## config.mk

```make
export PLATFORM = sky130hd
export DESIGN_NAME = port_b_pullup_change_irq
export DESIGN_NICKNAME = d
export VERILOG_FILES = /design/src/logic/pin_sync.v /design/src/logic/output_priority_mux.v /design/src/logic/port_b_pullup_change_irq.v
export VERILOG_INCLUDE_DIRS = /design/src /design/src/inc
export SDC_FILE = /design/constraint.sdc
export NUM_CORES = 1
export LEC_CHECK = 0
export ABC_AREA = 1
export BUFFER_PORTS_ARGS = -buffer_cell sky130_fd_sc_hd__buf_2
export CAP_MARGIN = 20
export CORE_MARGIN = 3
export CORE_UTILIZATION = 47
export DETAILED_ROUTE_END_ITERATION = 7
export PLACE_DENSITY = 0.78
export SYNTH_ARGS = -nofsm -noshare
export SYNTH_HDL_FRONTEND = slang
export SYNTH_SLANG_ARGS = --single-unit
```

## constraint.sdc

```tcl
create_clock -name clock -period 1 [get_ports clock]
set_input_delay 0.1 -clock clock [delete_from_list [all_inputs] [get_ports clock]]
set_output_delay 0.1 -clock clock [all_outputs]
set_load 0.02 [all_outputs]
```

## src/inc/port_b_map.vh

```
// Purpose: constants for the port b pin block
// Assumes: 8-bit port, change detect on upper four pins
// Notes: reset values apply on power-on reset only
`ifndef PORT_B_MAP_VH
`define PORT_B_MAP_VH

// =============================================================
// widths
`define PORT_WIDTH 8
`define CHANGE_LO 4
`define CHANGE_HI 7
`define ANALOG_PINS 6

// =============================================================
// power-on reset values and analog strap choices
`define DIRECTION_RESET 8'hff
`define LATCH_RESET 8'h00
`define PULLUP_EN_RESET 8'h00
`define PULLUP_GLOBAL_DISABLE_RESET 1'b1
`define CHANGE_EN_RESET 4'h0
`define ANALOG_ALL 6'h3f
`define ANALOG_NONE 6'h00

`endif

```

## src/logic/pin_sync.v

```verilog
// Purpose: two flip-flop synchroniser for the port pins
// Assumes: pins are asynchronous to clock
// Notes: first stage read only by second stage
`include "port_b_map.vh"

module pin_sync (
    input wire clock,
    input wire resetn,
    input wire [`PORT_WIDTH-1:0] pin_async,
    output reg [`PORT_WIDTH-1:0] pin_synced
);

// =============================================================
// two stages
reg [`PORT_WIDTH-1:0] stage_one;

always @(posedge clock or negedge resetn) begin
    if (!resetn) begin
        stage_one <= 8'h00;
        pin_synced <= 8'h00;
    end else begin
        stage_one <= pin_async;
        pin_synced <= stage_one;
    end
end

endmodule

```

## src/logic/output_priority_mux.v

```verilog
// Purpose: per-pin output priority selection
// Assumes: peripheral enables are active high
// Notes: analog select does not block digital outputs
`include "port_b_map.vh"

module output_priority_mux (
    input wire [`PORT_WIDTH-1:0] port_output_latch,
    input wire [`PORT_WIDTH-1:0] port_direction,
    input wire sda_en,
    input wire sda_out,
    input wire scl_en,
    input wire scl_out,
    input wire sck_en,
    input wire sck_out,
    input wire pwm_output_c_en,
    input wire pwm_output_c,
    input wire pwm_output_b_en,
    input wire pwm_output_b,
    input wire spi_data_out_en,
    input wire spi_data_out,
    input wire capture_compare_two_en,
    input wire capture_compare_two,
    input wire pwm_output_d_en,
    input wire pwm_output_d,
    input wire program_clock_en,
    input wire program_clock,
    input wire program_data_en,
    input wire program_data,
    input wire debug_alt_clock_en,
    input wire debug_alt_clock,
    input wire debug_alt_data_en,
    input wire debug_alt_data,
    output reg [`PORT_WIDTH-1:0] pin_out,
    output reg [`PORT_WIDTH-1:0] pin_oe
);

// =============================================================
// priority chains, highest first
always @* begin
    pin_out = port_output_latch;
    pin_oe = ~port_direction;
    // bit 0
    if (sda_en) begin
        pin_out[0] = sda_out;
        pin_oe[0] = 1'b1;
    end
    // bit 1
    if (scl_en) begin
        pin_out[1] = scl_out;
        pin_oe[1] = 1'b1;
    end else if (sck_en) begin
        pin_out[1] = sck_out;
        pin_oe[1] = 1'b1;
    end else if (pwm_output_c_en) begin
        pin_out[1] = pwm_output_c;
        pin_oe[1] = 1'b1;
    end
    // bit 2
    if (pwm_output_b_en) begin
        pin_out[2] = pwm_output_b;
        pin_oe[2] = 1'b1;
    end
    // bit 3
    if (spi_data_out_en) begin
        pin_out[3] = spi_data_out;
        pin_oe[3] = 1'b1;
    end else if (capture_compare_two_en) begin
        pin_out[3] = capture_compare_two;
        pin_oe[3] = 1'b1;
    end
    // bit 4
    if (pwm_output_d_en) begin
        pin_out[4] = pwm_output_d;
        pin_oe[4] = 1'b1;
    end
    // bit 6
    if (program_clock_en) begin
        pin_out[6] = program_clock;
        pin_oe[6] = 1'b1;
    end else if (debug_alt_clock_en) begin
        pin_out[6] = debug_alt_clock;
        pin_oe[6] = 1'b1;
    end
    // bit 7
    if (program_data_en) begin
        pin_out[7] = program_data;
        pin_oe[7] = 1'b1;
    end else if (debug_alt_data_en) begin
        pin_out[7] = debug_alt_data;
        pin_oe[7] = 1'b1;
    end
end

endmodule

```

## src/logic/port_b_pullup_change_irq.v

```verilog
// Purpose: 8-bit general purpose port with pull-ups and change detect
// Assumes: register strobes come from logic on the same clock
// Notes: last-read latch survives warm resets
`include "port_b_map.vh"

module port_b_pullup_change_irq (
    input wire clock,
    input wire resetn,
    input wire warm_resetn,
    input wire analog_default_select,
    input wire [7:0] pin_in,
    output wire [7:0] pin_out,
    output wire [7:0] pin_oe,
    output reg [7:0] pullup_on,
    input wire [7:0] write_data,
    input wire port_pin_read_rd,
    input wire port_pin_read_wr,
    input wire memory_to_memory_move,
    input wire port_output_latch_wr,
    input wire port_direction_wr,
    input wire pullup_enable_bits_wr,
    input wire pullup_global_disable_wr,
    input wire change_enable_bits_wr,
    input wire change_irq_global_enable_wr,
    input wire analog_select_bits_wr,
    input wire change_irq_flag_clear,
    output reg [7:0] port_pin_read,
    output reg [7:0] port_output_latch,
    output reg [7:0] port_direction,
    output reg [7:0] pullup_enable_bits,
    output reg pullup_global_disable,
    output reg [3:0] change_enable_bits,
    output reg change_irq_global_enable,
    output reg [5:0] analog_select_bits,
    output reg change_irq_flag,
    output reg change_wake,
    input wire sda_en,
    input wire sda_out,
    input wire scl_en,
    input wire scl_out,
    input wire sck_en,
    input wire sck_out,
    input wire pwm_output_c_en,
    input wire pwm_output_c,
    input wire pwm_output_b_en,
    input wire pwm_output_b,
    input wire spi_data_out_en,
    input wire spi_data_out,
    input wire capture_compare_two_en,
    input wire capture_compare_two,
    input wire pwm_output_d_en,
    input wire pwm_output_d,
    input wire program_clock_en,
    input wire program_clock,
    input wire program_data_en,
    input wire program_data,
    input wire debug_alt_clock_en,
    input wire debug_alt_clock,
    input wire debug_alt_data_en,
    input wire debug_alt_data
);

// =============================================================
// pin synchronisation
wire [7:0] pin_synced;

pin_sync sync_inst (
    .clock(clock),
    .resetn(resetn),
    .pin_async(pin_in),
    .pin_synced(pin_synced)
);

// =============================================================
// output multiplexer
output_priority_mux mux_inst (
    .port_output_latch(port_output_latch),
    .port_direction(port_direction),
    .sda_en(sda_en),
    .sda_out(sda_out),
    .scl_en(scl_en),
    .scl_out(scl_out),
    .sck_en(sck_en),
    .sck_out(sck_out),
    .pwm_output_c_en(pwm_output_c_en),
    .pwm_output_c(pwm_output_c),
    .pwm_output_b_en(pwm_output_b_en),
    .pwm_output_b(pwm_output_b),
    .spi_data_out_en(spi_data_out_en),
    .spi_data_out(spi_data_out),
    .capture_compare_two_en(capture_compare_two_en),
    .capture_compare_two(capture_compare_two),
    .pwm_output_d_en(pwm_output_d_en),
    .pwm_output_d(pwm_output_d),
    .program_clock_en(program_clock_en),
    .program_clock(program_clock),
    .program_data_en(program_data_en),
    .program_data(program_data),
    .debug_alt_clock_en(debug_alt_clock_en),
    .debug_alt_clock(debug_alt_clock),
    .debug_alt_data_en(debug_alt_data_en),
    .debug_alt_data(debug_alt_data),
    .pin_out(pin_out),
    .pin_oe(pin_oe)
);

// =============================================================
// configuration registers, power-on reset
always @(posedge clock or negedge resetn) begin
    if (!resetn) begin
        port_direction <= `DIRECTION_RESET;
        pullup_enable_bits <= `PULLUP_EN_RESET;
        pullup_global_disable <= `PULLUP_GLOBAL_DISABLE_RESET;
        change_enable_bits <= `CHANGE_EN_RESET;
        change_irq_global_enable <= 1'b0;
        port_output_latch <= `LATCH_RESET;
    end else begin
        if (port_direction_wr)
            port_direction <= write_data;
        if (port_output_latch_wr || port_pin_read_wr)
            port_output_latch <= write_data;
        if (pullup_enable_bits_wr)
            pullup_enable_bits <= write_data;
        if (pullup_global_disable_wr)
            pullup_global_disable <= write_data[0];
        if (change_enable_bits_wr)
            change_enable_bits <= write_data[`CHANGE_HI:`CHANGE_LO];
        if (change_irq_global_enable_wr)
            change_irq_global_enable <= write_data[0];
    end
end

// =============================================================
// analog default caught after reset release
reg strap_taken;

always @(posedge clock or negedge resetn) begin
    if (!resetn) begin
        strap_taken <= 1'b0;
        analog_select_bits <= `ANALOG_ALL;
    end else if (!strap_taken) begin
        strap_taken <= 1'b1;
        analog_select_bits <= analog_default_select ? `ANALOG_ALL : `ANALOG_NONE;
    end else if (analog_select_bits_wr) begin
        analog_select_bits <= write_data[5:0];
    end
end

// =============================================================
// pin read data, analog pins read zero
always @(posedge clock or negedge resetn) begin
    if (!resetn)
        port_pin_read <= 8'h00;
    else
        port_pin_read <= pin_synced & ~{2'b00, analog_select_bits};
end

// =============================================================
// weak pull-ups
always @(posedge clock or negedge resetn) begin
    if (!resetn)
        pullup_on <= 8'h00;
    else
        pullup_on <= pullup_enable_bits & port_direction
            & {8{~pullup_global_disable}};
end

// =============================================================
// change detection, latch kept through warm reset
reg [3:0] last_read;
wire port_access;
wire [3:0] mismatch;
wire change_hit;

assign port_access = (port_pin_read_rd || port_pin_read_wr)
    && !memory_to_memory_move;
assign mismatch = (pin_synced[`CHANGE_HI:`CHANGE_LO] ^ last_read)
    & change_enable_bits & port_direction[`CHANGE_HI:`CHANGE_LO];
assign change_hit = |mismatch;

always @(posedge clock or negedge resetn) begin
    if (!resetn)
        last_read <= 4'h0;
    else if (port_access)
        last_read <= pin_synced[`CHANGE_HI:`CHANGE_LO];
end

always @(posedge clock or negedge warm_resetn) begin
    if (!warm_resetn) begin
        change_irq_flag <= 1'b0;
        change_wake <= 1'b0;
    end else begin
        if (change_hit && !port_access)
            change_irq_flag <= 1'b1;
        else if (change_irq_flag_clear)
            change_irq_flag <= 1'b0;
        change_wake <= change_irq_flag && change_irq_global_enable;
    end
end

endmodule

```

==> metrics.cfg, run 1 <==
[final_layout]
postLayoutCellArea_sq_um = 4660
nNetsFinal = 514
fill_cells = 304
fin_cells = 536
layout-drive-gt1-share_pct = 50.2
n_antenna_cell = 0
fin_util_pct = 82.1
area_growth_pct = 63.9

[hold_path]
hold_start = write_data[3]
holdCritPathClass = input port to flip-flop
hold-path-endpoint = port_direction[3]
hold_path_depth = 3

[synthesis]
postSynthNetCount = 333
synth.top_cell.area_share_pct = 52.8
synth.cell_area_sq_um = 2840
synth_cell_types = 22
synth_edf_count = 0
postSynthCellCount = 278
synthFlopType = dfrtp_1
ys_ff_latch = 75
synthArstFlopShare_pct = 100
synth_top_area_cell = dfrtp_1
synthTopCellsByArea = dfrtp_1 53%, dfstp_2 14%, nand2_1 7.7%, inv_1 6.1%, o21ai_0 4.4%
syn_avg_cell_area_sq_um = 10.2
yosysSeqAreaShare_pct = 66.7
yosys-top-cells-count = 60 x dfrtp_1, 58 x nand2_1, 46 x inv_1, 25 x o21ai_0, 21 x nor2_1
synth.most_common_cell = dfrtp_1
yosysWarnings = 0

[timing]
max_freq_mhz = 719
setup_viol_count_final = 45
timing.final.ws_setup_ns = -0.392
fin_skew_ns = 0.00894
finalCriticalPeriod_ns = 1.39
rsz0062_at_grt = yes
min_period_over_period_pct = 139
hold_viol_final = 0
report.final.slew_viol_count = 0

[clock_network]
clock_path_buffers = 2
cts_root_buffer = clkbuf_8
cts.htree.levels = 3
cts_buffers = 9
cts_tree = built
clock_latency_ns = 0.34
cts.sinks = 75
clk_pin_slew_ns = 0.09

[die]
dieArea_sq_um = 7020
floorplan.initialDensity_pct = 50.1
core_area_sq_um = 5680
die_h_microns = 83.8
num_io_pins = 125
die_w_microns = 83.8
std_cell_rows = 27

[worst_setup_path]
cp-end-kind = output pin
critPathLaunch = port_direction[2]
cp.arrival_ns = 1.29
reg2reg_depth = 7
timing.rr.start = port_direction[7]
r2r_setup_slack_ns = -0.25
crit_path_start_kind = flip-flop
crit_fanout = 2
crit_required_ns = 0.90
regToRegEndpoint = change_irq_flag
criticalPathCategory = flip-flop to output pin

[run_status]
violations = negative setup slack
status = finished, violations left

[pwr]
power.switching_fraction_pct = 28.8
internal_power_w = 0.00564
total_power_w = 0.00792
seqPwrFrac_pct = 44.1
vdd_drop_max_mv = 1.10
switchingPower_w = 0.00228
power.density_nw_per_um2 = 1700
pwr-share-clk_pct = 33.3
p_leak_nw = 2.43
combPwrFrac_pct = 22.6

[detailed_routing]
ant_nets = 0
vias = 2757
wl_microns = 9630
drt_pass1_iterations = 4
wl_per_cell_microns = 18.0
post-route-drc-count = 0
vias_per_cell = 5.14
drt_iter0_drc = 120

[placement]
dp_hpwl_microns = 5240
place_area_sq_um = 3660
dpl.cell_count = 481
port_buffers = 124
routabilityCongestion = 0.784
post-place-ws_ns = -0.0467

[global_routing]
grt_max_degree = 29
grt_pass1_vias = 3025
track_usage_pct = 25.7
grt_pass1_wl_microns = 14200
grt_antenna_before_repair = 0
overflow = 0

[flow_run]
drv_cap = 0

## flip-flops by register name, summed over array words and instances (netlist names), 4 cells and up
name	cells
pullup_enable_bits	8
sync_inst.stage_one	8
pullup_on	8
port_pin_read	8
change_enable_bits	4
sync_inst.pin_synced	8
last_read	4
port_direction	8
port_output_latch	8
analog_select_bits	6
## timing repair
action,CTS,global route
endpoints found under the setup margin,41,73
endpoints found under the hold margin,73,0
pin swaps,12,12
hold buffers,15,0
buffers inserted,20,12
resized for setup,91,61
## kinds of logic after synthesis
group           synth area share (%)
simple gates                    14.6
compound gates                  7.92
other cells                    0.132
flops                           66.7
buf+inv                         7.26
mux                             3.43
## area by class of cell
cell class	instances	area, sq um	share of cell area (%)
inverter	46	173	3.70
clock buffer	10	138	2.95
clock inverter	6	88.8	1.91
timing repair buffer	175	1450	31.0
tap	72	90.1	1.93
sequential	75	1900	40.7
multi-input combinational	152	830	17.8
## power by group through the flow
stage                     Sequential (W)  Clock [W]  Combinational (W)
after CTS                        0.00346    0.00261            0.00158
after global routing             0.00352    0.00281            0.00191
final                            0.00349    0.00264            0.00179
after detailed placement         0.00351          0            0.00122
after floorplan                  0.00373          0           0.000400
after global placement           0.00350          0            0.00119
## cell usage in the layout (no fill, tap or decap), types with 5 or more instances in the layout
cell           count
inv_1             36
clkbuf_8          10
nor2_1            18
a21oi_1            9
dfstp_2           15
buf_4             27
mux2_2             5
nor3_1             5
dlygate4sd3_1     15
buf_6             61
buf_2             69
o21ai_2            6
inv_2             10
nand3_1            6
o21ai_0           17
nand2_1           58
dfrtp_1           59
## worst max-delay path by stage
stage | slack, ns | cells past startpoint | to
after floorplan | -0.08 | 3 | pin_out[1]
after global placement | -0.02 | 3 | pin_oe[4]
after detailed placement | -0.05 | 3 | pin_oe[4]
after CTS | -0.36 | 3 | pin_oe[0]
after global routing | -0.44 | 4 | pin_oe[7]
final | -0.39 | 3 | pin_oe[2]
## routing by layer
layer / global-route usage (%) / wire length (microns) / vias up
met5: 0 / 0 / -
li1: - / - / 1228
met4: 10.1 / 402 / 0
met2: 46.6 / 5100 / 147
met3: 5.92 / 595 / 33
met1: 29.2 / 3530 / 1349
## per-stage QoR
step	hold slack (ns)	setup TNS, ns
after global routing	0.0122	-9.11
after floorplan	-0.196	-0.0914
after detailed placement	-0.110	-0.0726
after global placement	-0.114	-0.0293
final	0.0199	-7.20
after CTS	0.00319	-6.43
## worst max-delay path, stage by stage, from the launching register on
cell and delay (ns):
dfstp_2 0.55, inv_2 0.04, or2_4 0.23, buf_6 0.13
No activity file was read; power rests on OpenSTA's default activity.
==> inputs of run 2 (changes only) <==
--- a/config.mk
+++ b/config.mk
@@ -12,7 +12,8 @@
 export CORE_MARGIN = 3
 export CORE_UTILIZATION = 47
 export DETAILED_ROUTE_END_ITERATION = 7
-export PLACE_DENSITY = 0.78
+export PLACE_DENSITY = 0.89
+export SKIP_CTS_REPAIR_TIMING = 1
 export SYNTH_ARGS = -nofsm -noshare
 export SYNTH_HDL_FRONTEND = slang
 export SYNTH_SLANG_ARGS = --single-unit
==> metrics.cfg, run 2 (synthesis gave the netlist of run 1 again) <==
[final_layout]
fin_cells = 529  ; -1.3%
layout_commonest_cell = buf_2
nNetsFinal = 507  ; -1.4%
seqCellArea_sq_um = 1900  ; about the same
final_cell_mix = 69 x buf_2, 60 x dfrtp_1, 55 x nand2_1, 51 x buf_6, 38 x inv_1
postLayoutCellArea_sq_um = 4540  ; -2.7%
area_growth_pct = 59.5
layout-drive-gt1-share_pct = 48.4  ; -1.9 points
multiInputGateArea_sq_um = 810  ; -2.4%
fill_cells = 350  ; +15%
n_antenna_cell = 0  ; unchanged

[global_routing]
grt_pass1_wl_microns = 11700  ; -17%
track_usage_pct = 21.2  ; -4.5 points
grt_max_degree = 74  ; +160%
grt_pass1_vias = 2501  ; -17%
grt_antenna_before_repair = 0  ; unchanged
overflow = 0  ; unchanged

[worst_setup_path]
cp-end-kind = output pin
criticalPathCategory = flip-flop to output pin
timing.rr.start = port_direction[6]
setup.worst_path.end = pin_oe[4]
crit_fanout = 2  ; unchanged
crit_required_ns = 0.90  ; about the same
cp.arrival_ns = 1.29  ; about the same
crit_path_start_kind = flip-flop
r2r_setup_slack_ns = -0.11  ; +0.14 ns
critPathLaunch = port_direction[4]
reg2reg_depth = 6  ; -1
regToRegEndpoint = change_irq_flag

[timing]
fin_skew_ns = 0.0149  ; +0.00600 ns
setup_viol_count_final = 39  ; -13%
finalCriticalPeriod_ns = 1.39  ; +0.00141 ns
min_period_over_period_pct = 139  ; +0.14 points
fin_hold_ws_ns = -0.00242  ; -0.0223 ns
rsz0062_at_grt = yes
timing.final.ws_setup_ns = -0.393  ; -0.00141 ns
hold_viol_final = 1  ; +1
max_freq_mhz = 718  ; -0.10%
report.final.slew_viol_count = 0  ; unchanged

[detailed_routing]
post-route-drc-count = 0  ; unchanged
vias_per_cell = 5.01  ; -2.6%
vias = 2649  ; -3.9%
ant_nets = 0  ; unchanged
drt_pass1_iterations = 4  ; unchanged
wl_microns = 8900  ; -7.6%
drt_iter0_drc = 168  ; +40%
wl_per_cell_microns = 16.8  ; -6.4%

[pwr]
combPwrFrac_pct = 21.8  ; -0.8 points
pwr-share-clk_pct = 33.0  ; -0.3 points
internal_power_w = 0.00553  ; -1.9%
seqPwrFrac_pct = 45.2  ; +1.1 points
switchingPower_w = 0.00220  ; -3.8%
power.density_nw_per_um2 = 1700  ; +0.19%
vdd_drop_max_mv = 1.18  ; +7.4%
power.switching_fraction_pct = 28.4  ; -0.39 points
p_leak_nw = 2.37  ; -2.6%

[clock_network]
cts_tree = built
cts_buffers = 9  ; unchanged
cts_root_buffer = clkbuf_8
cts.htree.levels = 3  ; unchanged
clock_path_buffers = 2  ; unchanged
clk_pin_slew_ns = 0.08  ; about the same
clock_latency_ns = 0.34  ; about the same
cts.sinks = 75  ; unchanged

[die]
floorplan.initialDensity_pct = 50.1  ; unchanged
die_w_microns = 83.8  ; unchanged
die_h_microns = 83.8  ; unchanged
core_area_sq_um = 5680  ; unchanged
num_io_pins = 125  ; unchanged
std_cell_rows = 27  ; unchanged
dieArea_sq_um = 7020  ; unchanged

[run_status]
violations = negative hold slack, negative setup slack
status = finished, violations left

[placement]
post-place-ws_ns = -0.0430  ; +0.00372 ns
dpl.cell_count = 480  ; -0.21%
port_buffers = 124  ; unchanged
dp_hpwl_microns = 5340  ; +2.0%
routabilityCongestion = 0.778  ; -0.79%
place_area_sq_um = 3650  ; -0.20%

[flow_run]
drv_cap = 0  ; unchanged

[hold_path]
holdCritPathClass = input port to flip-flop

-- run 2: final cells by class --
class	count	area share [%]
inverter	46	3.81
clock inverter	6	1.96
tap	72	1.99
timing repair buffer	168	29.8
clock buffer	10	2.81
sequential	75	41.8
multi-input combinational	152	17.8
-- run 2: how the worst min path moves through the flow --
| stage | startpoint | endpoint | slack (ns) | cells past startpoint |
|---|---|---|---|---|
| 6_report | write_data[7] | port_direction[7] | -0.002 | 3 |
| 5_1_grt | change_irq_flag_clear | change_irq_flag | 0.01 | 4 |
| 4_1_cts | warm_resetn | change_irq_flag | -0.49 | 1 |
| 3_5_place_dp | warm_resetn | change_wake | -0.11 | 1 |
| 3_3_place_gp | warm_resetn | change_wake | -0.11 | 1 |
| 2_1_floorplan | resetn | change_enable_bits[0] | -0.20 | 0 |
-- run 2: routing by layer --
layer | share of wire [%] | track usage (%) | up-vias
met5 | 0 | 0 | -
met4 | 2.2 | 7.31 | 0
met1 | 36 | 25.7 | 1288
li1 | - | - | 1212
met2 | 55 | 36.4 | 129
met3 | 6.4 | 5.73 | 20
-- run 2: stage by stage --
step	util [%]	power [W]	TNS (ns)	hold slack, ns
floorplan	-	0.00413	-0.0914	-0.196
global route	79.9	0.00804	-8.37	0.0116
CTS	68.2	0.00726	-7.17	-0.486
detailed placement	64.4	0.00473	-0.176	-0.112
finish	79.9	0.00773	-6.52	-0.00242
global placement	64.4	0.00468	-0.0266	-0.113
-- run 2: worst max-delay path: stages (launching register included) --
cell     delay, ns
dfstp_2       0.54
inv_1         0.05
or2_4         0.22
buf_2         0.16
-- run 2: power by group through the flow --
| stage | sequential, W | combinational, W | clock [W] |
|---|---|---|---|
| 6_report | 0.00349 | 0.00169 | 0.00255 |
| 5_1_grt | 0.00352 | 0.00181 | 0.00271 |
| 4_1_cts | 0.00345 | 0.00123 | 0.00258 |
| 3_5_place_dp | 0.00351 | 0.00122 | 0 |
| 3_3_place_gp | 0.00349 | 0.00118 | 0 |
| 2_1_floorplan | 0.00373 | 0.000400 | 0 |
==> inputs of run 3 (changes only) <==
==> constraint.sdc (replaced) <==
create_clock -name clock -period 1 [get_ports clock]
set_input_delay 0.1 -clock clock [delete_from_list [all_inputs] [get_ports clock]]
set_output_delay 0.1 -clock clock [all_outputs]
set_load 0.01 [all_outputs]
==> metrics.cfg, run 3 (synthesis gave the netlist of run 1 again) <==
[placement]
port_buffers = 124  ; unchanged
place_area_sq_um = 3660  ; +0.10%
routabilityCongestion = 0.771  ; -0.90%
dp_hpwl_microns = 5320  ; -0.44%
dpl.cell_count = 482  ; +0.42%

[hold_path]
hold_path_depth = 3  ; unchanged
hold_start = write_data[1]
holdCritPathClass = input port to flip-flop
hold-path-endpoint = port_direction[1]

[final_layout]
seqCellArea_sq_um = 1900  ; unchanged
area_growth_pct = 57.9
fill_cells = 353  ; +0.86%
final_cell_mix = 96 x buf_2, 60 x dfrtp_1, 55 x nand2_1, 36 x inv_1, 35 x buf_6
layout-drive-gt1-share_pct = 49.9  ; +1.5 points
nNetsFinal = 515  ; +1.6%
n_antenna_cell = 0  ; unchanged
postLayoutCellArea_sq_um = 4490  ; -1.0%
fin_cells = 537  ; +1.5%
layout_commonest_cell = buf_2
fin_util_pct = 79.1  ; -0.82 points
multiInputGateArea_sq_um = 823  ; +1.7%

[clock_network]
cts_buffers = 9  ; unchanged
cts_tree = built
clock_latency_ns = 0.34  ; about the same
clock_path_buffers = 2  ; unchanged
clk_pin_slew_ns = 0.08  ; about the same
cts.htree.levels = 3  ; unchanged
cts_root_buffer = clkbuf_8
cts.sinks = 75  ; unchanged

[die]
std_cell_rows = 27  ; unchanged
die_h_microns = 83.8  ; unchanged
num_io_pins = 125  ; unchanged
core_area_sq_um = 5680  ; unchanged
die_w_microns = 83.8  ; unchanged
floorplan.initialDensity_pct = 50.1  ; unchanged
dieArea_sq_um = 7020  ; unchanged

[global_routing]
grt_antenna_before_repair = 0  ; unchanged
grt_pass1_vias = 2443  ; -2.3%
grt_max_degree = 29  ; -61%
grt_pass1_wl_microns = 11400  ; -3.2%
overflow = 0  ; unchanged
track_usage_pct = 20.9  ; -0.32 points

[run_status]
status = finished, violations left
violations = negative setup slack

[detailed_routing]
drt_pass1_iterations = 4  ; unchanged
vias_per_cell = 4.81  ; -4.0%
wl_microns = 8270  ; -7.0%
vias = 2581  ; -2.6%
wl_per_cell_microns = 15.4  ; -8.4%
post-route-drc-count = 0  ; unchanged
drt_iter0_drc = 126  ; -25%
ant_nets = 0  ; unchanged

[worst_setup_path]
criticalPathCategory = flip-flop to output pin
crit_path_start_kind = flip-flop
regToRegEndpoint = change_irq_flag
crit_required_ns = 0.90  ; about the same
timing.rr.start = port_direction[6]
cp.arrival_ns = 1.27  ; -0.02 ns
crit_fanout = 3  ; +1
r2r_setup_slack_ns = -0.10  ; about the same
cp-end-kind = output pin
reg2reg_depth = 6  ; unchanged

[timing]
finalCriticalPeriod_ns = 1.37  ; -0.0226 ns
timing.final.ws_setup_ns = -0.370  ; +0.0226 ns
fin_skew_ns = 0.00946  ; -0.00548 ns
max_freq_mhz = 730  ; +1.6%
min_period_over_period_pct = 137  ; -2.3 points
report.final.slew_viol_count = 0  ; unchanged
fin_hold_ws_ns = 0.0111  ; +0.0135 ns
hold_viol_final = 0  ; -1
rsz0062_at_grt = yes
setup_viol_count_final = 42  ; +7.7%

[flow_run]
drv_cap = 0  ; unchanged

[pwr]
vdd_drop_max_mv = 1.07  ; -9.8%
power.density_nw_per_um2 = 1650  ; -2.9%
p_leak_nw = 2.38  ; +0.37%

## run 3: cell types whose count changed in the layout (fill, tap and decap cells not counted), sizes merged
| cell | before | now |
|---|---|---|
| buf | 154 | 160 |
| clkbuf | 10 | 11 |
| clkinv | 1 | 2 |
| clkinvlp | 2 | 1 |
| dlygate4sd3 | 14 | 16 |
| inv | 47 | 46 |
## run 3: worst max-delay path: stages, from the launching register on
cell and delay (ns):
dfstp_2 0.56, inv_2 0.04, or2_4 0.22, buf_6 0.12
## run 3: area by class of cell
type / instances / share of cell area (%)
clock inverter: 5 / 1.73
inverter: 46 / 3.85
tap: 72 / 2.01
timing repair buffer: 176 / 28.7
clock buffer: 11 / 3.15
sequential: 75 / 42.2
multi-input combinational: 152 / 18.3
## run 3: report_power, final
group	switching (W)	total, W	internal (W)
Clock	0.00106	0.00253	0.00147
Sequential	0.000166	0.00348	0.00331
Combinational	0.000680	0.00141	0.000735
## run 3: through the flow
stage	setup WS [ns]	TNS [ns]	total power [W]
after floorplan	0.00950	0	0.00393
after global placement	-0.0537	-0.111	0.00449
after detailed placement	-0.0801	-0.221	0.00454
after CTS	-0.453	-6.53	0.00706
after global routing	-0.450	-8.56	0.00779
final	-0.370	-6.17	0.00742
## run 3: worst max-delay path by stage
stage / start / slack [ns] / endpoint / depth (start not counted)
detailed placement: port_direction[2] / -0.08 / pin_oe[2] / 3
global placement: port_direction[4] / -0.05 / pin_oe[4] / 3
floorplan: port_direction[4] / 0.009 / pin_oe[4] / 2
CTS: port_direction[2] / -0.45 / pin_oe[2] / 3
finish: port_direction[4] / -0.37 / pin_oe[4] / 3
global route: port_output_latch[1] / -0.45 / pin_out[1] / 4
## run 3: routing by layer
layer	track usage (%)	part of all wire (%)	vias up
met3	7.40	7.7	15
met4	4.97	1.5	0
li1	-	-	1232
met1	26.1	38	1224
met2	34.9	52	110
met5	0	0	-
